[config.mk]
export PLATFORM = sky130hd
export DESIGN_NAME = ugcr_top
export DESIGN_NICKNAME = d
export VERILOG_FILES = /design/src/design/ugcr_pkg.sv /design/src/design/ugcr_top.sv
export SDC_FILE = /design/constraint.sdc
export NUM_CORES = 1
export LEC_CHECK = 0
export BUFFER_PORTS_ARGS = -buffer_cell sky130_fd_sc_hd__buf_2
export CAP_MARGIN = 20
export CORE_AREA = 3 3 446 448
export DETAILED_ROUTE_END_ITERATION = 10
export DIE_AREA = 0 0 449 451
export GPL_TIMING_DRIVEN = 0
export HOLD_SLACK_MARGIN = 0.1
export PLACE_DENSITY = 0.33
export SYNTH_ARGS = -nofsm -noshare
export SYNTH_HDL_FRONTEND = slang
export SYNTH_SLANG_ARGS = --single-unit
[constraint.sdc]
create_clock -name clk -period 2.14 [get_ports clk]
set_clock_uncertainty 0.1 [all_clocks]
set_input_delay 0.428 -clock clk [delete_from_list [all_inputs] [get_ports clk]]
set_output_delay 0.428 -clock clk [all_outputs]
set_load 0.005 [all_outputs]
[src/design/ugcr_pkg.sv]
package ugcr_pkg;

  // ****************************************
  // sizes and bus layout
  // ****************************************
  localparam int NUM_CHAN = 8;
  localparam int ADDR_W = 8;
  localparam int PAGE_LSB = 4;
  localparam logic [3:0] GLOBAL_PAGE = 4'h8;

  // ****************************************
  // global page offsets
  // ****************************************
  localparam logic [3:0] OFF_SOFT_RESET = 4'h0;
  localparam logic [3:0] OFF_SLEEP_EN = 4'h1;
  localparam logic [3:0] OFF_DEVICE_ID = 4'h2;
  localparam logic [3:0] OFF_REVISION = 4'h3;
  localparam logic [3:0] OFF_BCAST = 4'h4;

  // ****************************************
  // channel page offsets
  // ****************************************
  localparam logic [3:0] OFF_DATA = 4'h0;
  localparam logic [3:0] OFF_IEN = 4'h1;
  localparam logic [3:0] OFF_ISRC = 4'h2;
  localparam logic [3:0] OFF_LINE_CTL = 4'h3;
  localparam logic [3:0] OFF_MODEM_CTL = 4'h4;
  localparam logic [3:0] OFF_LINE_STAT = 4'h5;
  localparam logic [3:0] OFF_MODEM_STAT = 4'h6;
  localparam logic [3:0] OFF_SCRATCH = 4'h7;
  localparam logic [3:0] OFF_FEAT_CTL = 4'h8;
  localparam logic [3:0] OFF_ENH_FUNC = 4'h9;
  localparam logic [3:0] OFF_TX_LVL = 4'hA;
  localparam logic [3:0] OFF_RX_LVL = 4'hB;
  localparam logic [3:0] OFF_STOP1 = 4'hC;
  localparam logic [3:0] OFF_STOP2 = 4'hD;
  localparam logic [3:0] OFF_RESUME1 = 4'hE;
  localparam logic [3:0] OFF_RESUME2 = 4'hF;

  // ****************************************
  // fields, reset values, counts
  // ****************************************
  localparam int DIV_ACCESS_BIT = 7;
  localparam int BCAST_BIT = 0;
  localparam logic [7:0] REG_RESET = 8'h00;
  localparam logic [7:0] FRAC_MASK = 8'h0F;
  localparam int WAKE_CYCLES = 32;
  localparam logic [5:0] WAKE_LOAD = 6'(WAKE_CYCLES - 1);

  // ****************************************
  // decoded channel register
  // ****************************************
  typedef enum logic [4:0] {
    REG_NONE, REG_RX_HOLD, REG_TX_HOLD, REG_DIV_LOW, REG_DIV_HIGH, REG_DIV_FRAC,
    REG_INT_EN, REG_INT_SRC, REG_FIFO_CTL, REG_LINE_CTL, REG_MODEM_CTL,
    REG_LINE_STAT, REG_MODEM_STAT, REG_TURN_DLY, REG_SCRATCH, REG_FEAT_CTL,
    REG_ENH_FUNC, REG_TX_LVL, REG_TX_TRIG, REG_RX_LVL, REG_RX_TRIG,
    REG_STOP1, REG_STOP2, REG_RESUME1, REG_RESUME2, REG_FLOW_FLAGS
  } ugcr_reg_t;

endpackage : ugcr_pkg

[src/design/ugcr_top.sv]
`timescale 1ns/1ps
module ugcr_top #(
  parameter int NCH = ugcr_pkg::NUM_CHAN,
  parameter logic [7:0] DEVICE_ID = 8'h5A,  // arbitrary value
  parameter logic [7:0] REVISION = 8'h0A    // arbitrary value
) (
  // clock and reset
  input wire logic clk,
  input wire logic rst_b,
  // register bus
  input wire logic busCs,
  input wire logic busRd,
  input wire logic busWr,
  input wire logic [ugcr_pkg::ADDR_W-1:0] busAddr,
  input wire logic [7:0] busWrData,
  output logic [7:0] busRdData,
  output logic busRdValid,
  // channel status inputs
  input wire logic [NCH-1:0][7:0] rxHoldIn,
  input wire logic [NCH-1:0][7:0] intSrcIn,
  input wire logic [NCH-1:0][7:0] lineStatIn,
  input wire logic [NCH-1:0][7:0] modemStatIn,
  input wire logic [NCH-1:0][7:0] txLvlIn,
  input wire logic [NCH-1:0][7:0] rxLvlIn,
  input wire logic [NCH-1:0][7:0] flowFlagsIn,
  input wire logic [NCH-1:0] intPendingIn,
  input wire logic [NCH-1:0] rxByteIn,
  input wire logic [NCH-1:0] portChangeIn,
  // channel strobes
  output logic [NCH-1:0] chanWrStb,
  output logic [NCH-1:0] chanRdStb,
  output ugcr_pkg::ugcr_reg_t wrReg,
  output ugcr_pkg::ugcr_reg_t rdReg,
  output logic [7:0] wrData,
  output logic [NCH-1:0] chanReset,
  // channel configuration
  output logic [NCH-1:0][7:0] divLow,
  output logic [NCH-1:0][7:0] divHigh,
  output logic [NCH-1:0][7:0] divFrac,
  output logic [NCH-1:0][7:0] intEnable,
  output logic [NCH-1:0][7:0] lineCtl,
  output logic [NCH-1:0][7:0] modemCtl,
  output logic [NCH-1:0][7:0] scratchPad,
  output logic [NCH-1:0][7:0] featCtl,
  output logic [NCH-1:0][7:0] enhFunc,
  // power control
  output logic [NCH-1:0] chanAsleep,
  output logic oscStop,
  output logic chipReady,
  output logic [NCH-1:0] wakeIntr
);

  // ****************************************
  // register decode
  // ****************************************
  function automatic ugcr_pkg::ugcr_reg_t regDecode(input logic [3:0] off,
                                                    input logic divAcc,
                                                    input logic isWr);
    ugcr_pkg::ugcr_reg_t r;
    r = ugcr_pkg::REG_NONE;
    case (off)
      ugcr_pkg::OFF_DATA: r = divAcc ? ugcr_pkg::REG_DIV_LOW :
                              (isWr ? ugcr_pkg::REG_TX_HOLD : ugcr_pkg::REG_RX_HOLD);
      ugcr_pkg::OFF_IEN: r = divAcc ? ugcr_pkg::REG_DIV_HIGH : ugcr_pkg::REG_INT_EN;
      ugcr_pkg::OFF_ISRC: r = divAcc ? ugcr_pkg::REG_DIV_FRAC :
                              (isWr ? ugcr_pkg::REG_FIFO_CTL : ugcr_pkg::REG_INT_SRC);
      ugcr_pkg::OFF_LINE_CTL: r = ugcr_pkg::REG_LINE_CTL;
      ugcr_pkg::OFF_MODEM_CTL: r = ugcr_pkg::REG_MODEM_CTL;
      ugcr_pkg::OFF_LINE_STAT: r = isWr ? ugcr_pkg::REG_NONE : ugcr_pkg::REG_LINE_STAT;
      ugcr_pkg::OFF_MODEM_STAT: r = isWr ? ugcr_pkg::REG_TURN_DLY : ugcr_pkg::REG_MODEM_STAT;
      ugcr_pkg::OFF_SCRATCH: r = ugcr_pkg::REG_SCRATCH;
      ugcr_pkg::OFF_FEAT_CTL: r = ugcr_pkg::REG_FEAT_CTL;
      ugcr_pkg::OFF_ENH_FUNC: r = ugcr_pkg::REG_ENH_FUNC;
      ugcr_pkg::OFF_TX_LVL: r = isWr ? ugcr_pkg::REG_TX_TRIG : ugcr_pkg::REG_TX_LVL;
      ugcr_pkg::OFF_RX_LVL: r = isWr ? ugcr_pkg::REG_RX_TRIG : ugcr_pkg::REG_RX_LVL;
      ugcr_pkg::OFF_STOP1: r = isWr ? ugcr_pkg::REG_STOP1 : ugcr_pkg::REG_FLOW_FLAGS;
      ugcr_pkg::OFF_STOP2: r = isWr ? ugcr_pkg::REG_STOP2 : ugcr_pkg::REG_NONE;
      ugcr_pkg::OFF_RESUME1: r = isWr ? ugcr_pkg::REG_RESUME1 : ugcr_pkg::REG_NONE;
      ugcr_pkg::OFF_RESUME2: r = isWr ? ugcr_pkg::REG_RESUME2 : ugcr_pkg::REG_NONE;
      default: r = ugcr_pkg::REG_NONE;
    endcase
    return r;
  endfunction : regDecode

  logic [3:0] page;
  logic [3:0] off;
  logic [2:0] chIdx;
  logic isGlobal;
  logic isChan;
  logic wrEn;
  logic rdEn;
  logic divAcc;
  ugcr_pkg::ugcr_reg_t wrId;
  ugcr_pkg::ugcr_reg_t rdId;
  logic [NCH-1:0] chanWrHit;
  logic [NCH-1:0] chanRdHit;

  logic [NCH-1:0][7:0] divLow_ff, divHigh_ff, divFrac_ff, intEnable_ff, lineCtl_ff;
  logic [NCH-1:0][7:0] modemCtl_ff, scratchPad_ff, featCtl_ff, enhFunc_ff;
  logic [NCH-1:0] softRst_ff;
  logic [NCH-1:0] sleepEn_ff;
  logic bcast_ff;

  assign page = busAddr[ugcr_pkg::ADDR_W-1:ugcr_pkg::PAGE_LSB];
  assign off = busAddr[ugcr_pkg::PAGE_LSB-1:0];
  assign chIdx = page[2:0];
  assign isGlobal = (page == ugcr_pkg::GLOBAL_PAGE);
  assign isChan = (page < 4'(NCH));
  assign wrEn = busCs & busWr;
  assign rdEn = busCs & busRd & ~busWr;
  assign divAcc = lineCtl_ff[chIdx][ugcr_pkg::DIV_ACCESS_BIT];
  assign wrId = regDecode(off, divAcc, 1'b1);
  assign rdId = regDecode(off, divAcc, 1'b0);

  // ****************************************
  // per-channel configuration storage
  // ****************************************
  genvar gi;
  generate
    for (gi = 0; gi < NCH; gi++)
    begin : g_chan
      assign chanWrHit[gi] = wrEn & isChan & (bcast_ff | (chIdx == 3'(gi)));
      assign chanRdHit[gi] = rdEn & isChan & (chIdx == 3'(gi));

      always_ff @(posedge clk or negedge rst_b)
      begin
        if (!rst_b)
        begin
          divLow_ff[gi] <= ugcr_pkg::REG_RESET;
          divHigh_ff[gi] <= ugcr_pkg::REG_RESET;
          divFrac_ff[gi] <= ugcr_pkg::REG_RESET;
          intEnable_ff[gi] <= ugcr_pkg::REG_RESET;
          lineCtl_ff[gi] <= ugcr_pkg::REG_RESET;
          modemCtl_ff[gi] <= ugcr_pkg::REG_RESET;
          scratchPad_ff[gi] <= ugcr_pkg::REG_RESET;
          featCtl_ff[gi] <= ugcr_pkg::REG_RESET;
          enhFunc_ff[gi] <= ugcr_pkg::REG_RESET;
        end
        else if (softRst_ff[gi])
        begin
          divLow_ff[gi] <= ugcr_pkg::REG_RESET;
          divHigh_ff[gi] <= ugcr_pkg::REG_RESET;
          divFrac_ff[gi] <= ugcr_pkg::REG_RESET;
          intEnable_ff[gi] <= ugcr_pkg::REG_RESET;
          lineCtl_ff[gi] <= ugcr_pkg::REG_RESET;
          modemCtl_ff[gi] <= ugcr_pkg::REG_RESET;
          scratchPad_ff[gi] <= ugcr_pkg::REG_RESET;
          featCtl_ff[gi] <= ugcr_pkg::REG_RESET;
          enhFunc_ff[gi] <= ugcr_pkg::REG_RESET;
        end
        else if (chanWrHit[gi])
        begin
          case (wrId)
            ugcr_pkg::REG_DIV_LOW: divLow_ff[gi] <= busWrData;
            ugcr_pkg::REG_DIV_HIGH: divHigh_ff[gi] <= busWrData;
            ugcr_pkg::REG_DIV_FRAC: divFrac_ff[gi] <= busWrData & ugcr_pkg::FRAC_MASK;
            ugcr_pkg::REG_INT_EN: intEnable_ff[gi] <= busWrData;
            ugcr_pkg::REG_LINE_CTL: lineCtl_ff[gi] <= busWrData;
            ugcr_pkg::REG_MODEM_CTL: modemCtl_ff[gi] <= busWrData;
            ugcr_pkg::REG_SCRATCH: scratchPad_ff[gi] <= busWrData;
            ugcr_pkg::REG_FEAT_CTL: featCtl_ff[gi] <= busWrData;
            ugcr_pkg::REG_ENH_FUNC: enhFunc_ff[gi] <= busWrData;
            default: ;
          endcase
        end
      end
    end
  endgenerate

  assign divLow = divLow_ff;
  assign divHigh = divHigh_ff;
  assign divFrac = divFrac_ff;
  assign intEnable = intEnable_ff;
  assign lineCtl = lineCtl_ff;
  assign modemCtl = modemCtl_ff;
  assign scratchPad = scratchPad_ff;
  assign featCtl = featCtl_ff;
  assign enhFunc = enhFunc_ff;

  // ****************************************
  // global control registers
  // ****************************************
  always_ff @(posedge clk or negedge rst_b)
  begin
    if (!rst_b)
      softRst_ff <= '0;
    else if (wrEn && isGlobal && off == ugcr_pkg::OFF_SOFT_RESET)
      softRst_ff <= busWrData[NCH-1:0];
    else
      softRst_ff <= '0;
  end

  always_ff @(posedge clk or negedge rst_b)
  begin
    if (!rst_b)
      sleepEn_ff <= '0;
    else if (wrEn && isGlobal && off == ugcr_pkg::OFF_SLEEP_EN)
      sleepEn_ff <= busWrData[NCH-1:0];
  end

  always_ff @(posedge clk or negedge rst_b)
  begin
    if (!rst_b)
      bcast_ff <= 1'b0;
    else if (wrEn && isGlobal && off == ugcr_pkg::OFF_BCAST)
      bcast_ff <= busWrData[ugcr_pkg::BCAST_BIT];
  end

  assign chanReset = softRst_ff;

  // ****************************************
  // channel strobes
  // ****************************************
  logic [NCH-1:0] chanWrStb_ff;
  logic [NCH-1:0] chanRdStb_ff;
  ugcr_pkg::ugcr_reg_t wrReg_ff;
  ugcr_pkg::ugcr_reg_t rdReg_ff;
  logic [7:0] wrData_ff;

  always_ff @(posedge clk or negedge rst_b)
  begin
    if (!rst_b)
    begin
      chanWrStb_ff <= '0;
      chanRdStb_ff <= '0;
      wrReg_ff <= ugcr_pkg::REG_NONE;
      rdReg_ff <= ugcr_pkg::REG_NONE;
      wrData_ff <= 8'h00;
    end
    else
    begin
      chanWrStb_ff <= chanWrHit & ~softRst_ff;
      chanRdStb_ff <= chanRdHit;
      if (wrEn)
      begin
        wrReg_ff <= wrId;
        wrData_ff <= busWrData;
      end
      if (rdEn)
        rdReg_ff <= rdId;
    end
  end

  assign chanWrStb = chanWrStb_ff;
  assign chanRdStb = chanRdStb_ff;
  assign wrReg = wrReg_ff;
  assign rdReg = rdReg_ff;
  assign wrData = wrData_ff;

  // ****************************************
  // sleep, oscillator stop and wake-up
  // ****************************************
  logic oscStop_ff;
  logic chipReady_ff;
  logic [5:0] wakeCnt_ff;
  logic [NCH-1:0] wakeFlag_ff;
  logic [NCH-1:0] asleepNow;
  logic wakeEvt;
  logic stopEvt;

  assign asleepNow = sleepEn_ff & ~intPendingIn & ~wakeFlag_ff;
  assign wakeEvt = oscStop_ff & (|(rxByteIn | portChangeIn));
  assign stopEvt = ~oscStop_ff & (&asleepNow) & (wakeCnt_ff == 6'h00);

  always_ff @(posedge clk or negedge rst_b)
  begin
    if (!rst_b)
      oscStop_ff <= 1'b0;
    else if (wakeEvt)
      oscStop_ff <= 1'b0;
    else if (stopEvt)
      oscStop_ff <= 1'b1;
  end

  always_ff @(posedge clk or negedge rst_b)
  begin
    if (!rst_b)
      wakeCnt_ff <= 6'h00;
    else if (wakeEvt)
      wakeCnt_ff <= ugcr_pkg::WAKE_LOAD;
    else if (wakeCnt_ff != 6'h00)
      wakeCnt_ff <= wakeCnt_ff - 6'h01;
  end

  always_ff @(posedge clk or negedge rst_b)
  begin
    if (!rst_b)
      chipReady_ff <= 1'b1;
    else if (wakeEvt || stopEvt)
      chipReady_ff <= 1'b0;
    else if (wakeCnt_ff == 6'h01)
      chipReady_ff <= 1'b1;
  end

  always_ff @(posedge clk or negedge rst_b)
  begin
    if (!rst_b)
      wakeFlag_ff <= '0;
    else if (wakeEvt)
      wakeFlag_ff <= wakeFlag_ff | sleepEn_ff;
    else
      wakeFlag_ff <= (wakeFlag_ff & ~({NCH{rdId == ugcr_pkg::REG_INT_SRC}} & chanRdHit))
                     & ~softRst_ff;
  end

  logic [NCH-1:0] chanAsleep_ff;

  always_ff @(posedge clk or negedge rst_b)
  begin
    if (!rst_b)
      chanAsleep_ff <= '0;
    else
      chanAsleep_ff <= asleepNow;
  end

  assign chanAsleep = chanAsleep_ff;
  assign oscStop = oscStop_ff;
  assign chipReady = chipReady_ff;
  assign wakeIntr = wakeFlag_ff;

  // ****************************************
  // read data
  // ****************************************
  logic [7:0] rdMux;
  logic [7:0] busRdData_ff;
  logic busRdValid_ff;

  always_comb
  begin
    rdMux = 8'h00;
    if (isGlobal)
    begin
      case (off)
        ugcr_pkg::OFF_SOFT_RESET: rdMux = 8'(softRst_ff);
        ugcr_pkg::OFF_SLEEP_EN: rdMux = 8'(sleepEn_ff);
        ugcr_pkg::OFF_DEVICE_ID: rdMux = DEVICE_ID;
        ugcr_pkg::OFF_REVISION: rdMux = REVISION;
        ugcr_pkg::OFF_BCAST: rdMux = {7'h00, bcast_ff};
        default: rdMux = 8'h00;
      endcase
    end
    else if (isChan)
    begin
      case (rdId)
        ugcr_pkg::REG_RX_HOLD: rdMux = rxHoldIn[chIdx];
        ugcr_pkg::REG_DIV_LOW: rdMux = divLow_ff[chIdx];
        ugcr_pkg::REG_DIV_HIGH: rdMux = divHigh_ff[chIdx];
        ugcr_pkg::REG_DIV_FRAC: rdMux = divFrac_ff[chIdx];
        ugcr_pkg::REG_INT_EN: rdMux = intEnable_ff[chIdx];
        ugcr_pkg::REG_INT_SRC: rdMux = intSrcIn[chIdx];
        ugcr_pkg::REG_LINE_CTL: rdMux = lineCtl_ff[chIdx];
        ugcr_pkg::REG_MODEM_CTL: rdMux = modemCtl_ff[chIdx];
        ugcr_pkg::REG_SCRATCH: rdMux = scratchPad_ff[chIdx];
        ugcr_pkg::REG_LINE_STAT: rdMux = lineStatIn[chIdx];
        ugcr_pkg::REG_MODEM_STAT: rdMux = modemStatIn[chIdx];
        ugcr_pkg::REG_FEAT_CTL: rdMux = featCtl_ff[chIdx];
        ugcr_pkg::REG_ENH_FUNC: rdMux = enhFunc_ff[chIdx];
        ugcr_pkg::REG_TX_LVL: rdMux = txLvlIn[chIdx];
        ugcr_pkg::REG_RX_LVL: rdMux = rxLvlIn[chIdx];
        ugcr_pkg::REG_FLOW_FLAGS: rdMux = flowFlagsIn[chIdx];
        default: rdMux = 8'h00;
      endcase
    end
  end

  always_ff @(posedge clk or negedge rst_b)
  begin
    if (!rst_b)
    begin
      busRdData_ff <= 8'h00;
      busRdValid_ff <= 1'b0;
    end
    else
    begin
      busRdValid_ff <= rdEn;
      if (rdEn)
        busRdData_ff <= rdMux;
    end
  end

  assign busRdData = busRdData_ff;
  assign busRdValid = busRdValid_ff;
endmodule : ugcr_top

==> run summary <==
Result of the run = finished, violations left
Violated checks = hold timing, setup timing
Die area = 202000 um2
Transition time at the pin with the least slew margin = 1.35 ns
Vias post-DR = 39500
Detailed Place HPWL = 269000 um
Syn Inst Count = 3492
Reg-to-Reg Start = scratchPad[1]
Area of the multi-input gates = 19700 um2
Power Density = 636 nW/um2
Sequential area share after synthesis = 46.0%
Delay of the slowest critical-path stage = 0.61 ns
Dominant synthesized flop cell = dfrtp_1
Largest cells by area after synthesis = dfrtp_1, mux4_2, nand2_1
Routed WL = 347000 um
Post-Route Setup TNS = -112.78 ns
Reg2Reg Setup Slack = -0.71 ns
Grt ovf = 0
CP Max Fanout = 3
Buffers on Ports = 1093
CP Buf/Inv Count = 0
Initial antenna violation count = 51
WHS = -0.0615 ns
Crit. End Element = register
Syn avg cell area = 9.78 um2
Yosys warns = 0
Share of cells above drive strength 1 = 49.2%
HP Class = in -> async
Ys async rst share = 100%
Unrepaired setup endpoints after global routing = true
First-pass DRT Iterations = 6
Post-synthesis cell type count = 60
Root buffer cell = clkbuf_16
Final hold violation count = 49
Fmax = 0.351 GHz
Starting DRC count in detailed routing = 4267
Max Root-Sink Buffers = 3
Post-synth EDFFs = 0
Pins Over Slew Limit = 0
Top Family by Delay on Critical Path = simple AND/OR/NAND/NOR gates
Drt drc = 0
Final min period = 2.85 ns
Crit path from = scratchPad[1]
Reg-to-reg endpoint = busRdData[1]
CTS buffer count = 88
Number of vias per cell = 5.14
Peak VDD IR = 0.585 mV
Post-layout util = 28.0%
Clk sink count = 628
Number of fill cells = 20900
Post-Synthesis Cell Area = 34200 um2
Core outline area = 195000 um2
Cell Rows = 162
Total GRT Usage = 33.0%
Synth top area share = 45.9%
CP startpoint kind = register
Tcrit/Tclk final = 133%
First-pass GRT wire length = 433000 um
H-tree depth = 3
P&R area growth vs syn = 59.7%
Max-cap violations = 0
CTS tree = yes
Top-count cell post-synth = nand2_1
Power, Total = 34700 uW
Initial Util = 17.5%
Final Setup Violations = 256
CP required = 2.64 ns
Clock latency on the worst-skew pair = 0.74 ns
Worst-path clk slew = 0.06 ns
Register area = 15700 um2
Routability cong. = 0.931
Post-layout nets = 5472
Leak = 0.0247 uW
Worst R2R Path Depth = 6
Yosys reg bits = 628
Most frequent cells after synthesis = nand2_1, dfrtp_1, a21oi_1
Slowest-stage cell, CP = mux4_2
Die Ht = 451 um
Yosys top cell by area = dfrtp_1
Drt wl/cell = 45.2 um
Largest net degree at the start of global routing = 102
Crit path arrival time = 3.35 ns
Post-DRT Antenna Nets = 0
Hold Buf Count CTS = 25
Chip width = 449 um
Worst setup margin = -0.713 ns
Cell depth of the worst setup path = 6
I/O pin count = 1138
Crit-path cells = mux4_2 -> a221oi_4 -> a21oi_1 -> or4_4 -> nor4_4 -> o31ai_1
Place WS = -4.39 ns
Number of global-route vias before repair = 37800
Critical Setup Path Class = reg -> reg
Max-Slew Margin vs Limit = 10.3%
## power breakdown
group | switching, uW | internal [uW] | leakage, uW | total, uW
Combinational | 4250 | 2480 | 0.0147 | 6730
Clock | 6470 | 8880 | 0.00141 | 15400
Sequential | 381 | 12200 | 0.00866 | 12600
## through the flow
stage / instances / hold slack [ns] / area, um2
after floorplan: 3523 / 0.0324 / 34800
after global placement: 7240 / 0.363 / 43600
after detailed placement: 7300 / 0.268 / 44700
after CTS: 7626 / -0.0763 / 52500
after global routing: 7674 / -0.0492 / 54500
final: 7686 / -0.0615 / 54600
## placed cells by master (no fill, tap or decap), types with 56 or more instances in the layout
cell type and count:
a21oi_1 439, mux2i_1 74, buf_4 130, mux4_2 238
buf_12 71, nand2_2 87, nor2_4 56, clkbuf_16 116
nor2_1 64, nand2_1 672, a21oi_2 120, nand3_1 132
buf_16 60, o21ai_0 150, dfrtp_1 617, buf_2 1106
o21ai_2 64, clkbuf_1 132, buf_8 58
## registers in the layout, summed over array words and instances (netlist names), 32 cells and up
signal and flops:
divLow 64, lineCtl 64, modemCtl 64, divHigh 64, featCtl 64, divFrac 32, scratchPad 64, intEnable 64
enhFunc 64
## area by class of cell
| class | count | share of cell area [%] |
|---|---|---|
| Multi-Input combinational cell | 2535 | 36.2 |
| Sequential cell | 628 | 28.8 |
| Timing Repair Buffer | 1373 | 17.4 |
| Buffer | 342 | 6.22 |
| Tap cell | 2624 | 6.02 |
| Clock buffer | 129 | 4.77 |
| Clock inverter | 28 | 0.493 |
| Antenna cell | 18 | 0.0826 |
| Inverter | 9 | 0.0642 |
## cells by family after synthesis
group / after synthesis / share of synthesized area (%)
DFF: 628 / 46.0
muxes: 389 / 20.2
buffers and inverters: 360 / 4.85
and+or+nand+nor: 1158 / 14.1
xor gates and xnor gates: 4 / 0.103
other: 1 / 0.0110
AOI/OAI and AO/OA: 950 / 14.7
adders and majority gates: 2 / 0.0732
## worst register-to-register path: stages (launching register included)
cell      delay, ns
dfrtp_1        0.44
mux4_2         0.61
a221oi_4       0.36
a21oi_1        0.10
or4_4          0.60
nor4_4         0.40
o31ai_1        0.10
## what timing repair did
item / in CTS / in global routing
setup endpoints to repair: 589 / 652
setup buffers: 130 / 41
endpoints found under the hold margin: 238 / 164
pin swaps: 100 / 219
gates resized for setup: 677 / 484
cloned: 18 / 9
## worst max-delay path by stage
stage | slack (ns) | to
after floorplan | -0.40 | busRdData[1]
after global placement | -15.42 | featCtl[22]
after detailed placement | -4.39 | busRdData[4]
after CTS | -0.67 | busRdData[1]
after global routing | -0.72 | busRdData[1]
final | -0.71 | busRdData[1]
## metal layers
layer  global-route usage (%)  share of wire (%)  vias to the layer above
met5                        0              0.027                        -
met4                     17.7                6.7                       14
met3                     8.93                8.9                      557
met2                     50.4                 44                     2471
met1                     42.2                 41                    20900
li1                         -                  -                    15500
(Power assumes the default switching activity.)
